==> config.mk <==
export PLATFORM = sky130hd
export DESIGN_NAME = pexc_unit
export DESIGN_NICKNAME = d
export VERILOG_FILES = /design/src/pexc_pkg.sv /design/src/pexc_unit.sv
export VERILOG_INCLUDE_DIRS = /design/src
export SDC_FILE = /design/constraint.sdc
export NUM_CORES = 2
export LEC_CHECK = 0
export BUFFER_PORTS_ARGS = -buffer_cell sky130_fd_sc_hd__buf_2
export CAP_MARGIN = 0
export CORE_ASPECT_RATIO = 0.8
export CORE_MARGIN = 1.5
export CORE_UTILIZATION = 50
export DETAILED_ROUTE_END_ITERATION = 10
export PLACE_DENSITY_LB_ADDON = 0.3
export RECOVER_POWER = 100
export SYNTH_ARGS = -nofsm -noshare
export SYNTH_HDL_FRONTEND = slang
export SYNTH_SLANG_ARGS = --single-unit
==> constraint.sdc <==
create_clock -name clk_sys -period 55.6 [get_ports clk_sys]
set_input_delay 8.34 -clock clk_sys [delete_from_list [all_inputs] [get_ports clk_sys]]
set_output_delay 8.34 -clock clk_sys [all_outputs]
set_load 0.02 [all_outputs]
==> src/pexc_defs.svh <==
// constants of the exception entry and return unit
// assumes a 32-bit core with a fetch pc one word per instruction
`ifndef PEXC_DEFS_SVH
`define PEXC_DEFS_SVH

// ====================================================
// vector table
`define PEXC_VEC_RESET   32'h0000_0000
`define PEXC_VEC_UNDEF   32'h0000_0004
`define PEXC_VEC_SWI     32'h0000_0008
`define PEXC_VEC_PABT    32'h0000_000C
`define PEXC_VEC_DABT    32'h0000_0010
`define PEXC_VEC_RSVD    32'h0000_0014
`define PEXC_VEC_IRQ     32'h0000_0018
`define PEXC_VEC_FIQ     32'h0000_001C
`define PEXC_VEC_BYTES   32'h0000_0020

// ====================================================
// status word fields and mode codes
`define PEXC_SW_MODE_LSB 0
`define PEXC_SW_MODE_MSB 4
`define PEXC_SW_F        6
`define PEXC_SW_I        7
`define PEXC_MODE_USR    5'h00
`define PEXC_MODE_FIQ    5'h01
`define PEXC_MODE_IRQ    5'h02
`define PEXC_MODE_SVC    5'h03
`define PEXC_MODE_ABT    5'h04
`define PEXC_MODE_UND    5'h05
`define PEXC_SW_RESET    32'h0000_00C0
`define PEXC_LINK_OFS    32'h0000_0004

// ====================================================
// register byte offsets
`define PEXC_REG_STATUS  5'h00
`define PEXC_REG_SAVED   5'h04
`define PEXC_REG_LINK    5'h08
`define PEXC_REG_STACK   5'h0C
`define PEXC_REG_STATE   5'h10
`define PEXC_REG_LASTVEC 5'h14

`endif

==> src/pexc_pkg.sv <==
// types of the exception entry and return unit
// assumes pexc_defs.svh is on the include path
package pexc_pkg;

  // ====================================================
  // sequencer states and exception causes
  typedef enum logic [1:0] {PEXC_ST_IDLE, PEXC_ST_ENTRY, PEXC_ST_VECTOR} pexc_state_e;

  typedef enum logic [2:0] {
    PEXC_C_NONE, PEXC_C_RESET, PEXC_C_DABT, PEXC_C_FIQ,
    PEXC_C_IRQ, PEXC_C_PABT, PEXC_C_UNDEF, PEXC_C_SWI
  } pexc_cause_e;

  // bank index: 0 user, 1 fiq, 2 irq, 3 svc, 4 abort, 5 illegal opcode
  typedef logic [2:0] pexc_bank_t;

endpackage

==> src/pexc_unit.sv <==
// exception entry and return sequencer with banked status, link and stack registers
// assumes a core that pulses cause requests and instruction completion on clk_sys,
// and an avalon-mm master with waitrequest for the register window
`timescale 1ns/1ps
`default_nettype none
`include "pexc_defs.svh"

module pexc_unit (
  // clock and reset
  input  wire logic              clk_sys,
  input  wire logic              reset,
  // avalon-mm register slave
  input  wire logic [4:0]        avs_address,
  input  wire logic              avs_read,
  input  wire logic              avs_write,
  input  wire logic [31:0]       avs_writedata,
  input  wire logic [3:0]        avs_byteenable,
  output logic [31:0]            avs_readdata,
  output logic                   avs_waitrequest,
  // interrupt pins, active low, asynchronous
  input  wire logic              irq_n_pin,
  input  wire logic              fiq_n_pin,
  // core events
  input  wire logic              instr_done,
  input  wire logic              undef_req,
  input  wire logic              swi_req,
  input  wire logic              pabt_req,
  input  wire logic              dabt_req,
  input  wire logic [31:0]       fetch_pc,
  // return requests
  input  wire logic              ret_dp_req,
  input  wire logic              ret_ldm_req,
  input  wire logic [31:0]       ret_pc,
  output logic                   ret_ack,
  // program counter load and state
  output logic                   pc_load,
  output logic [31:0]            pc_load_addr,
  output logic [31:0]            cur_status_word,
  output pexc_pkg::pexc_bank_t   bank_sel,
  output logic                   fiq_bank_sel,
  output logic                   entry_busy
);
  import pexc_pkg::*;

  // ====================================================
  // decoding functions
  function automatic pexc_bank_t mode_bank(input logic [4:0] m);
    mode_bank = (m <= `PEXC_MODE_UND) ? m[2:0] : 3'h0;
  endfunction

  function automatic logic [4:0] cause_mode(input pexc_cause_e c);
    case (c)
      PEXC_C_FIQ:   cause_mode = `PEXC_MODE_FIQ;
      PEXC_C_IRQ:   cause_mode = `PEXC_MODE_IRQ;
      PEXC_C_DABT,
      PEXC_C_PABT:  cause_mode = `PEXC_MODE_ABT;
      PEXC_C_UNDEF: cause_mode = `PEXC_MODE_UND;
      default:      cause_mode = `PEXC_MODE_SVC;
    endcase
  endfunction

  // reserved word 0x14 is never produced
  function automatic logic [31:0] cause_vec(input pexc_cause_e c);
    case (c)
      PEXC_C_UNDEF: cause_vec = `PEXC_VEC_UNDEF;
      PEXC_C_SWI:   cause_vec = `PEXC_VEC_SWI;
      PEXC_C_PABT:  cause_vec = `PEXC_VEC_PABT;
      PEXC_C_DABT:  cause_vec = `PEXC_VEC_DABT;
      PEXC_C_IRQ:   cause_vec = `PEXC_VEC_IRQ;
      PEXC_C_FIQ:   cause_vec = `PEXC_VEC_FIQ;
      default:      cause_vec = `PEXC_VEC_RESET;
    endcase
  endfunction

  function automatic logic [31:0] be_merge(input logic [31:0] o, input logic [31:0] n,
                                           input logic [3:0] be);
    for (int b = 0; b < 4; b++) begin
      be_merge[8*b +: 8] = be[b] ? n[8*b +: 8] : o[8*b +: 8];
    end
  endfunction

  // ====================================================
  // state
  pexc_state_e  state_q;
  pexc_cause_e  cause_q;
  pexc_cause_e  win;
  pexc_bank_t   hidx_q;
  pexc_bank_t   cur_idx;
  logic [31:0]  status_q;
  logic [31:0]  status_d;
  logic [31:0]  saved_q [0:5];
  logic [31:0]  lr_q [0:5];
  logic [31:0]  sp_q [0:5];
  logic [31:0]  ent_pc_q;
  logic [31:0]  lastvec_q;
  logic [31:0]  rd_mux;
  logic [31:0]  cur_saved;
  logic [3:0]   pend_q;
  logic [3:0]   pend_set;
  logic [3:0]   pend_clr;
  logic         reset_p_q;
  logic         after_q;
  logic         irq_meta_q;
  logic         irq_s_q;
  logic         fiq_meta_q;
  logic         fiq_s_q;
  logic         ack_q;
  logic         pc_load_q;
  logic [31:0]  pc_addr_q;
  logic [31:0]  rdata_q;

  // ====================================================
  // pin synchronisers, second stage only is read
  always_ff @(posedge clk_sys or posedge reset) begin
    if (reset) begin
      irq_meta_q <= 1'b1;
      irq_s_q    <= 1'b1;
      fiq_meta_q <= 1'b1;
      fiq_s_q    <= 1'b1;
    end else begin
      irq_meta_q <= irq_n_pin;
      irq_s_q    <= irq_meta_q;
      fiq_meta_q <= fiq_n_pin;
      fiq_s_q    <= fiq_meta_q;
    end
  end

  // ====================================================
  // pending causes {swi, undef, pabt, dabt}; set wins over clear
  wire idle     = (state_q == PEXC_ST_IDLE);
  wire priv     = (cur_idx != 3'h0);
  wire int_win  = instr_done | after_q;
  wire fiq_act  = ~fiq_s_q & ~status_q[`PEXC_SW_F] & int_win;
  wire irq_act  = ~irq_s_q & ~status_q[`PEXC_SW_I] & int_win;
  wire ret_any  = ret_dp_req | ret_ldm_req;
  wire take     = idle & (win != PEXC_C_NONE);

  assign cur_idx   = mode_bank(status_q[`PEXC_SW_MODE_MSB:`PEXC_SW_MODE_LSB]);
  assign cur_saved = saved_q[cur_idx];
  // a trap decoding is dropped if the same slot also flags illegal opcode
  assign pend_set  = {swi_req & ~undef_req, undef_req, pabt_req, dabt_req};
  assign pend_clr  = {4{idle}} & {win == PEXC_C_SWI, win == PEXC_C_UNDEF,
                                  win == PEXC_C_PABT, win == PEXC_C_DABT};

  // fixed priority: reset, data abort, fiq, irq, prefetch abort, undef/swi
  assign win = reset_p_q ? PEXC_C_RESET :
               pend_q[0] ? PEXC_C_DABT  :
               fiq_act   ? PEXC_C_FIQ   :
               irq_act   ? PEXC_C_IRQ   :
               pend_q[1] ? PEXC_C_PABT  :
               pend_q[2] ? PEXC_C_UNDEF :
               pend_q[3] ? PEXC_C_SWI   : PEXC_C_NONE;

  // ====================================================
  // bus and return handshakes; both wait for an idle, quiet sequencer
  wire bus_req  = avs_read | avs_write;
  wire bus_acc  = bus_req & idle & ~take & ~ret_any & ~ack_q;
  wire wr_go    = avs_write & ack_q;
  wire ret_go   = idle & ~take & ret_any & ~ack_q;
  wire wr_stat  = wr_go & (avs_address == `PEXC_REG_STATUS);
  wire wr_saved = wr_go & (avs_address == `PEXC_REG_SAVED) & priv;
  wire wr_link  = wr_go & (avs_address == `PEXC_REG_LINK);
  wire wr_stack = wr_go & (avs_address == `PEXC_REG_STACK);

  assign avs_waitrequest = bus_req & ~ack_q;
  assign ret_ack         = ret_go;

  assign rd_mux = (avs_address == `PEXC_REG_STATUS)  ? status_q :
                  (avs_address == `PEXC_REG_SAVED)   ? (priv ? cur_saved : 32'h0000_0000) :
                  (avs_address == `PEXC_REG_LINK)    ? lr_q[cur_idx] :
                  (avs_address == `PEXC_REG_STACK)   ? sp_q[cur_idx] :
                  (avs_address == `PEXC_REG_STATE)   ? {23'h00_0000, state_q, reset_p_q,
                                                         ~fiq_s_q, ~irq_s_q, pend_q} :
                  (avs_address == `PEXC_REG_LASTVEC) ? lastvec_q : 32'h0000_0000;

  // ====================================================
  // next status word
  always_comb begin
    status_d = status_q;
    if (state_q == PEXC_ST_ENTRY) begin
      status_d[`PEXC_SW_MODE_MSB:`PEXC_SW_MODE_LSB] = cause_mode(cause_q);
      status_d[`PEXC_SW_I] = 1'b1;
      if (cause_q == PEXC_C_FIQ) begin
        status_d[`PEXC_SW_F] = 1'b1;
      end
    end else if (ret_go & priv) begin
      status_d = cur_saved;
    end else if (wr_stat) begin
      status_d = be_merge(status_q, avs_writedata, avs_byteenable);
    end
  end

  // ====================================================
  // sequencer: idle arbitrates, entry saves, vector loads the pc
  always_ff @(posedge clk_sys or posedge reset) begin
    if (reset) begin
      state_q   <= PEXC_ST_IDLE;
      cause_q   <= PEXC_C_NONE;
      hidx_q    <= 3'h0;
      ent_pc_q  <= 32'h0000_0000;
      reset_p_q <= 1'b1;
      after_q   <= 1'b0;
      pend_q    <= 4'h0;
    end else begin
      pend_q  <= (pend_q & ~pend_clr) | pend_set;
      after_q <= (state_q == PEXC_ST_VECTOR);
      case (state_q)
        PEXC_ST_IDLE: begin
          if (take) begin
            state_q   <= PEXC_ST_ENTRY;
            cause_q   <= win;
            hidx_q    <= mode_bank(cause_mode(win));
            ent_pc_q  <= fetch_pc;
            reset_p_q <= 1'b0;
          end
        end
        PEXC_ST_ENTRY:  state_q <= PEXC_ST_VECTOR;
        PEXC_ST_VECTOR: state_q <= PEXC_ST_IDLE;
        default:        state_q <= PEXC_ST_IDLE;
      endcase
    end
  end

  // ====================================================
  // status word and banks
  always_ff @(posedge clk_sys or posedge reset) begin
    if (reset) begin
      status_q <= `PEXC_SW_RESET;
      for (int i = 0; i < 6; i++) begin
        saved_q[i] <= 32'h0000_0000;
        lr_q[i]    <= 32'h0000_0000;
        sp_q[i]    <= 32'h0000_0000;
      end
    end else begin
      status_q <= status_d;
      if (state_q == PEXC_ST_ENTRY) begin
        saved_q[hidx_q] <= status_q;
        lr_q[hidx_q]    <= ent_pc_q - `PEXC_LINK_OFS;
      end else begin
        if (wr_saved) saved_q[cur_idx] <= be_merge(cur_saved, avs_writedata, avs_byteenable);
        if (wr_link)  lr_q[cur_idx] <= be_merge(lr_q[cur_idx], avs_writedata, avs_byteenable);
        if (wr_stack) sp_q[cur_idx] <= be_merge(sp_q[cur_idx], avs_writedata, avs_byteenable);
      end
    end
  end

  // ====================================================
  // pc load, last vector and bus read data
  always_ff @(posedge clk_sys or posedge reset) begin
    if (reset) begin
      pc_load_q <= 1'b0;
      pc_addr_q <= 32'h0000_0000;
      lastvec_q <= 32'h0000_0000;
      ack_q     <= 1'b0;
      rdata_q   <= 32'h0000_0000;
    end else begin
      pc_load_q <= (state_q == PEXC_ST_ENTRY) | ret_go;
      if (state_q == PEXC_ST_ENTRY) begin
        pc_addr_q <= cause_vec(cause_q);
        lastvec_q <= cause_vec(cause_q);
      end else if (ret_go) begin
        pc_addr_q <= ret_pc;
      end
      ack_q <= bus_acc;
      if (bus_acc) rdata_q <= rd_mux;
    end
  end

  assign avs_readdata    = rdata_q;
  assign pc_load         = pc_load_q;
  assign pc_load_addr    = pc_addr_q;
  assign cur_status_word = status_q;
  assign bank_sel        = cur_idx;
  assign fiq_bank_sel    = (cur_idx == 3'h1);
  assign entry_busy      = ~idle;
endmodule
`default_nettype wire

==> results.py <==
metrics = {
    "worst_hold_path": {
        "worstHoldPathType": "reg -> reg",
    },
    "critical_path": {
        "worstPathCellList": "clkbuf_1 -> or2_0 -> a2111oi_0 -> nand3_1 -> clkinv_1 -> clkbuf_1 -> clkbuf_1",
        "cp_data_arrival_time_ps": 12030,
        "cp_common_cell": "clkbuf_1",
        "worst_ep_required_time_ps": 47260,
        "crit_path_start_kind": "primary input",
        "worstSetupEndpointType": "primary output",
        "critPathMaxFanout": 61,
        "slowest_stage": "clkbuf_1",
        "critical_path_class": "in -> out",
        "slowest_delay_ps": 1460,
    },
    "global_routing": {
        "antenna_found_initial": 5,
        "grt_pass1_wl_mm": 211.3,
        "grt_pass1_vias": 31781,
        "grtUsageTotal_pct": 38.89,
        "grt_max_degree": 106,
        "grt_overflow_total": 0,
    },
    "synthesis": {
        "synthXorXnorAreaFrac_pct": 0.7606,
        "synth-seq-area-share_pct": 50.75,
        "ys_seq_elements": 727,
        "avgSynthCellArea_um2": 9.438,
        "yosys.area_share.adder_pct": 0.03489,
        "synth.distinct_cells": 96,
        "syn_area_um2": 35860,
        "synth-main-ff-cell": "dfrtp_1",
        "syn_nets": 3919,
        "synth-edff-count": 0,
        "ys_warn_count": 0,
        "async_flop_share_pct": 100.0,
        "synth_cells": 3800,
        "synth-simple-area-share_pct": 14.43,
        "synth_compound_area_share_pct": 26.94,
        "synth_top_family_by_area": "compound AO/OA/AOI/OAI gates",
        "muxShareOfSynthArea_pct": 2.791,
    },
    "place": {
        "gp_congestion": 0.9952,
        "dpl.hpwl_mm": 88.30,
        "io_buffers": 221,
        "pre_cts_ws_ps": 36950,
    },
    "cts": {
        "clk_latency_ps": 660,
        "htreeDepth": 3,
        "cts_root_buf": "clkbuf_16",
        "clockBufferDepth": 3,
        "cts_buffers": 75,
        "postCtsHoldBufs": 0,
        "path_clk_slew_ps": 60,
        "tritoncts": "done",
        "cts_sinks": 727,
        "cts_setup_buffers": 0,
        "ctsResizeCount": 0,
    },
    "final_layout": {
        "drive_above_1_share_pct": 10.94,
        "fill_cells": 6400,
        "synthToLayoutAreaGrowth_pct": 10.81,
        "nets": 3975,
    },
    "floorplanning": {
        "start_util_pct": 50.69,
        "core_um2": 70760,
        "dieWidth_um": 302.4,
        "io_pins": 222,
        "die_height_um": 242.5,
        "num_rows": 87,
        "die-area_um2": 73350,
    },
    "timing": {
        "rsz0062_at_grt": "no",
        "slew_headroom_pct": -219.2,
        "tightestPinTransition_ps": 4762,
        "min_period_over_period_pct": 36.63,
        "setup_viol": 0,
        "timing.final.crit_period_ps": 20370,
        "finalMaxSlewViolations": 2019,
        "fin_setup_tns_ps": 0,
        "skew_ps": 34.17,
        "finalHoldViolations": 0,
        "clock.fmax_mhz": 49.10,
        "setup_ws_ps": 35230,
    },
    "power": {
        "pwr-share-seq_pct": 34.5,
        "vdd_drop_max_mv": 0.02725,
        "clkPwrFrac_pct": 23.1,
        "switching_share_pct": 44.19,
        "cellPowerDensity_nw_per_um2": 56.66,
        "power_leakage_nw": 17.06,
        "p_total_mw": 2.252,
        "pwr-share-comb_pct": 42.4,
        "intPower_mw": 1.257,
        "switching_power_mw": 0.9950,
    },
    "detailed_routing": {
        "post_drt_via_cell_ratio": 6.944,
        "first_pass_iters": 10,
        "finalWirelength_mm": 144.4,
        "wire_per_inst_um": 29.78,
        "drc": 16,
        "num_vias": 33679,
        "detail-route-antenna-nets": 0,
        "drt_iter0_markers": 4986,
    },
    "outcome": {
        "violations": "design-rule violations, max-capacitance violations, max-slew violations",
        "outcome": "complete, but fails checks",
    },
    "flow_run": {
        "drv_cap": 46,
    },
}
synth_stat cells, drive strengths merged (19+ instances only):
master  instances  share of area, %
buf            83               1.3
nor3           60              0.94
o31ai          34              0.91
o21a           19              0.40
o21ai         556               7.8
and2           29              0.51
a22o           23              0.56
mux2           32               1.0
a211oi         31              0.68
a21o           20              0.42
nand3          38              0.57
dfrtp         720                50
a31oi          20              0.35
o221ai        170               4.2
a221oi         41               1.1
a221o          48               1.3
a22oi         199               4.2
nor2b          28              0.49
inv            20              0.21
nand2         721               7.5
o211ai         23              0.48
or3            19              0.33
clkbuf        261               2.8
mux2i          64               1.8
nor2          153               1.7
a311oi         21              0.51
a21oi         112               1.6
o22ai          27              0.47
nand2b         70               1.2
layout by cell type, fill, tap and decap left out, types with 8 or more instances in the layout:
| cell | instances |
|---|---|
| a211oi_1 | 30 |
| a21o_1 | 20 |
| a21oi_1 | 112 |
| a221o_1 | 48 |
| a221oi_1 | 34 |
| a22o_1 | 23 |
| a22oi_1 | 199 |
| a311oi_1 | 21 |
| a31oi_1 | 20 |
| and2_1 | 26 |
| buf_2 | 124 |
| buf_4 | 55 |
| clkbuf_1 | 165 |
| clkbuf_16 | 78 |
| clkbuf_8 | 17 |
| dfrtp_1 | 719 |
| inv_1 | 16 |
| mux2_2 | 31 |
| mux2i_1 | 64 |
| nand2_1 | 715 |
| nand2b_1 | 69 |
| nand3_1 | 33 |
| nor2_1 | 148 |
| nor2b_1 | 28 |
| nor3_1 | 55 |
| o211ai_1 | 23 |
| o21a_1 | 19 |
| o21ai_0 | 516 |
| o21ai_1 | 37 |
| o21bai_1 | 8 |
| o221a_2 | 9 |
| o221ai_1 | 168 |
| o22ai_1 | 27 |
| o31ai_1 | 23 |
| o31ai_2 | 9 |
| or3_1 | 18 |
| xnor2_1 | 13 |
| xor2_1 | 15 |
worst max-delay path, delay by kind of cell:
family                 cells  cell delay [ps]
AND/OR/NAND/NOR            2              660
buffers and inverters      4             1970
AO/OA/AOI/OAI              1             1040
power by group through the flow:
stage,registers [mW],clock network (mW),logic [mW]
4_1_cts,0.771,0.521,0.913
5_1_grt,0.790,0.544,0.991
6_report,0.777,0.521,0.954
3_3_place_gp,0.775,0,0.894
3_5_place_dp,0.777,0,0.908
2_1_floorplan,0.750,0,0.602
state kept, by name, summed over array words and instances (netlist names), 4 cells and up:
name,cells
lr_q,192
pc_load_addr,32
pend_q,4
ent_pc_q,32
cur_status_word,32
saved_q,192
avs_readdata,32
sp_q,192
per-stage QoR:
| stage | hold slack [ps] | utilization (%) | std cells | area, um^2 |
|---|---|---|---|---|
| 6_report | 356.2 | 56.16 | 4850 | 39740 |
| 5_1_grt | 360.7 | 56.15 | 4847 | 39730 |
| 4_1_cts | 356.9 | 56.70 | 4847 | 40120 |
| 3_5_place_dp | 347.9 | 53.17 | 4713 | 37620 |
| 3_3_place_gp | 345.8 | 53.17 | 4713 | 37620 |
| 2_1_floorplan | 345.2 | - | 3800 | 35860 |
worst paths after layout:
check	startpoint	slack, ps	depth (start not counted)	endpoint
setup / recovery	instr_done	35230	7	ret_ack
hold / removal	irq_meta_q	360	0	irq_s_q
setup reg to reg	cur_status_word[1]	45220	11	saved_q[7]
hold reg to reg	irq_meta_q	360	0	irq_s_q
max in group asynchronous	reset	35460	5	pc_load_addr[22]
min in group asynchronous	reset	9140	2	saved_q[78]
kinds of logic after synthesis:
logic type | Yosys count
adders and majority gates | 1
muxes | 96
DFF | 727
AOI/OAI and AO/OA | 1414
buffers and inverters | 366
xor gates and xnor gates | 29
and+or+nand+nor | 1167
routing by layer:
layer	part of all wire (%)	wire length (um)	GRT usage (%)	vias to the layer above
met3	16	23350	16.63	603
met4	6.9	10020	22.94	6
met5	0.086	124	0.9259	-
li1	-	-	-	14064
met2	39	57050	51.45	2815
met1	37	53900	52.40	16191
cell type report:
type | count | area (um^2) | area share, %
well taps | 934 | 1169 | 2.941
repair buffers | 323 | 1574 | 3.961
flip-flops and latches | 727 | 18210 | 45.81
multi-input cells | 2707 | 16200 | 40.77
diodes | 3 | 7.507 | 0.01889
clock inverters | 18 | 232.7 | 0.5856
inverters | 22 | 83.83 | 0.2110
clock buffers | 116 | 2265 | 5.699
(Power assumes the default switching activity.)
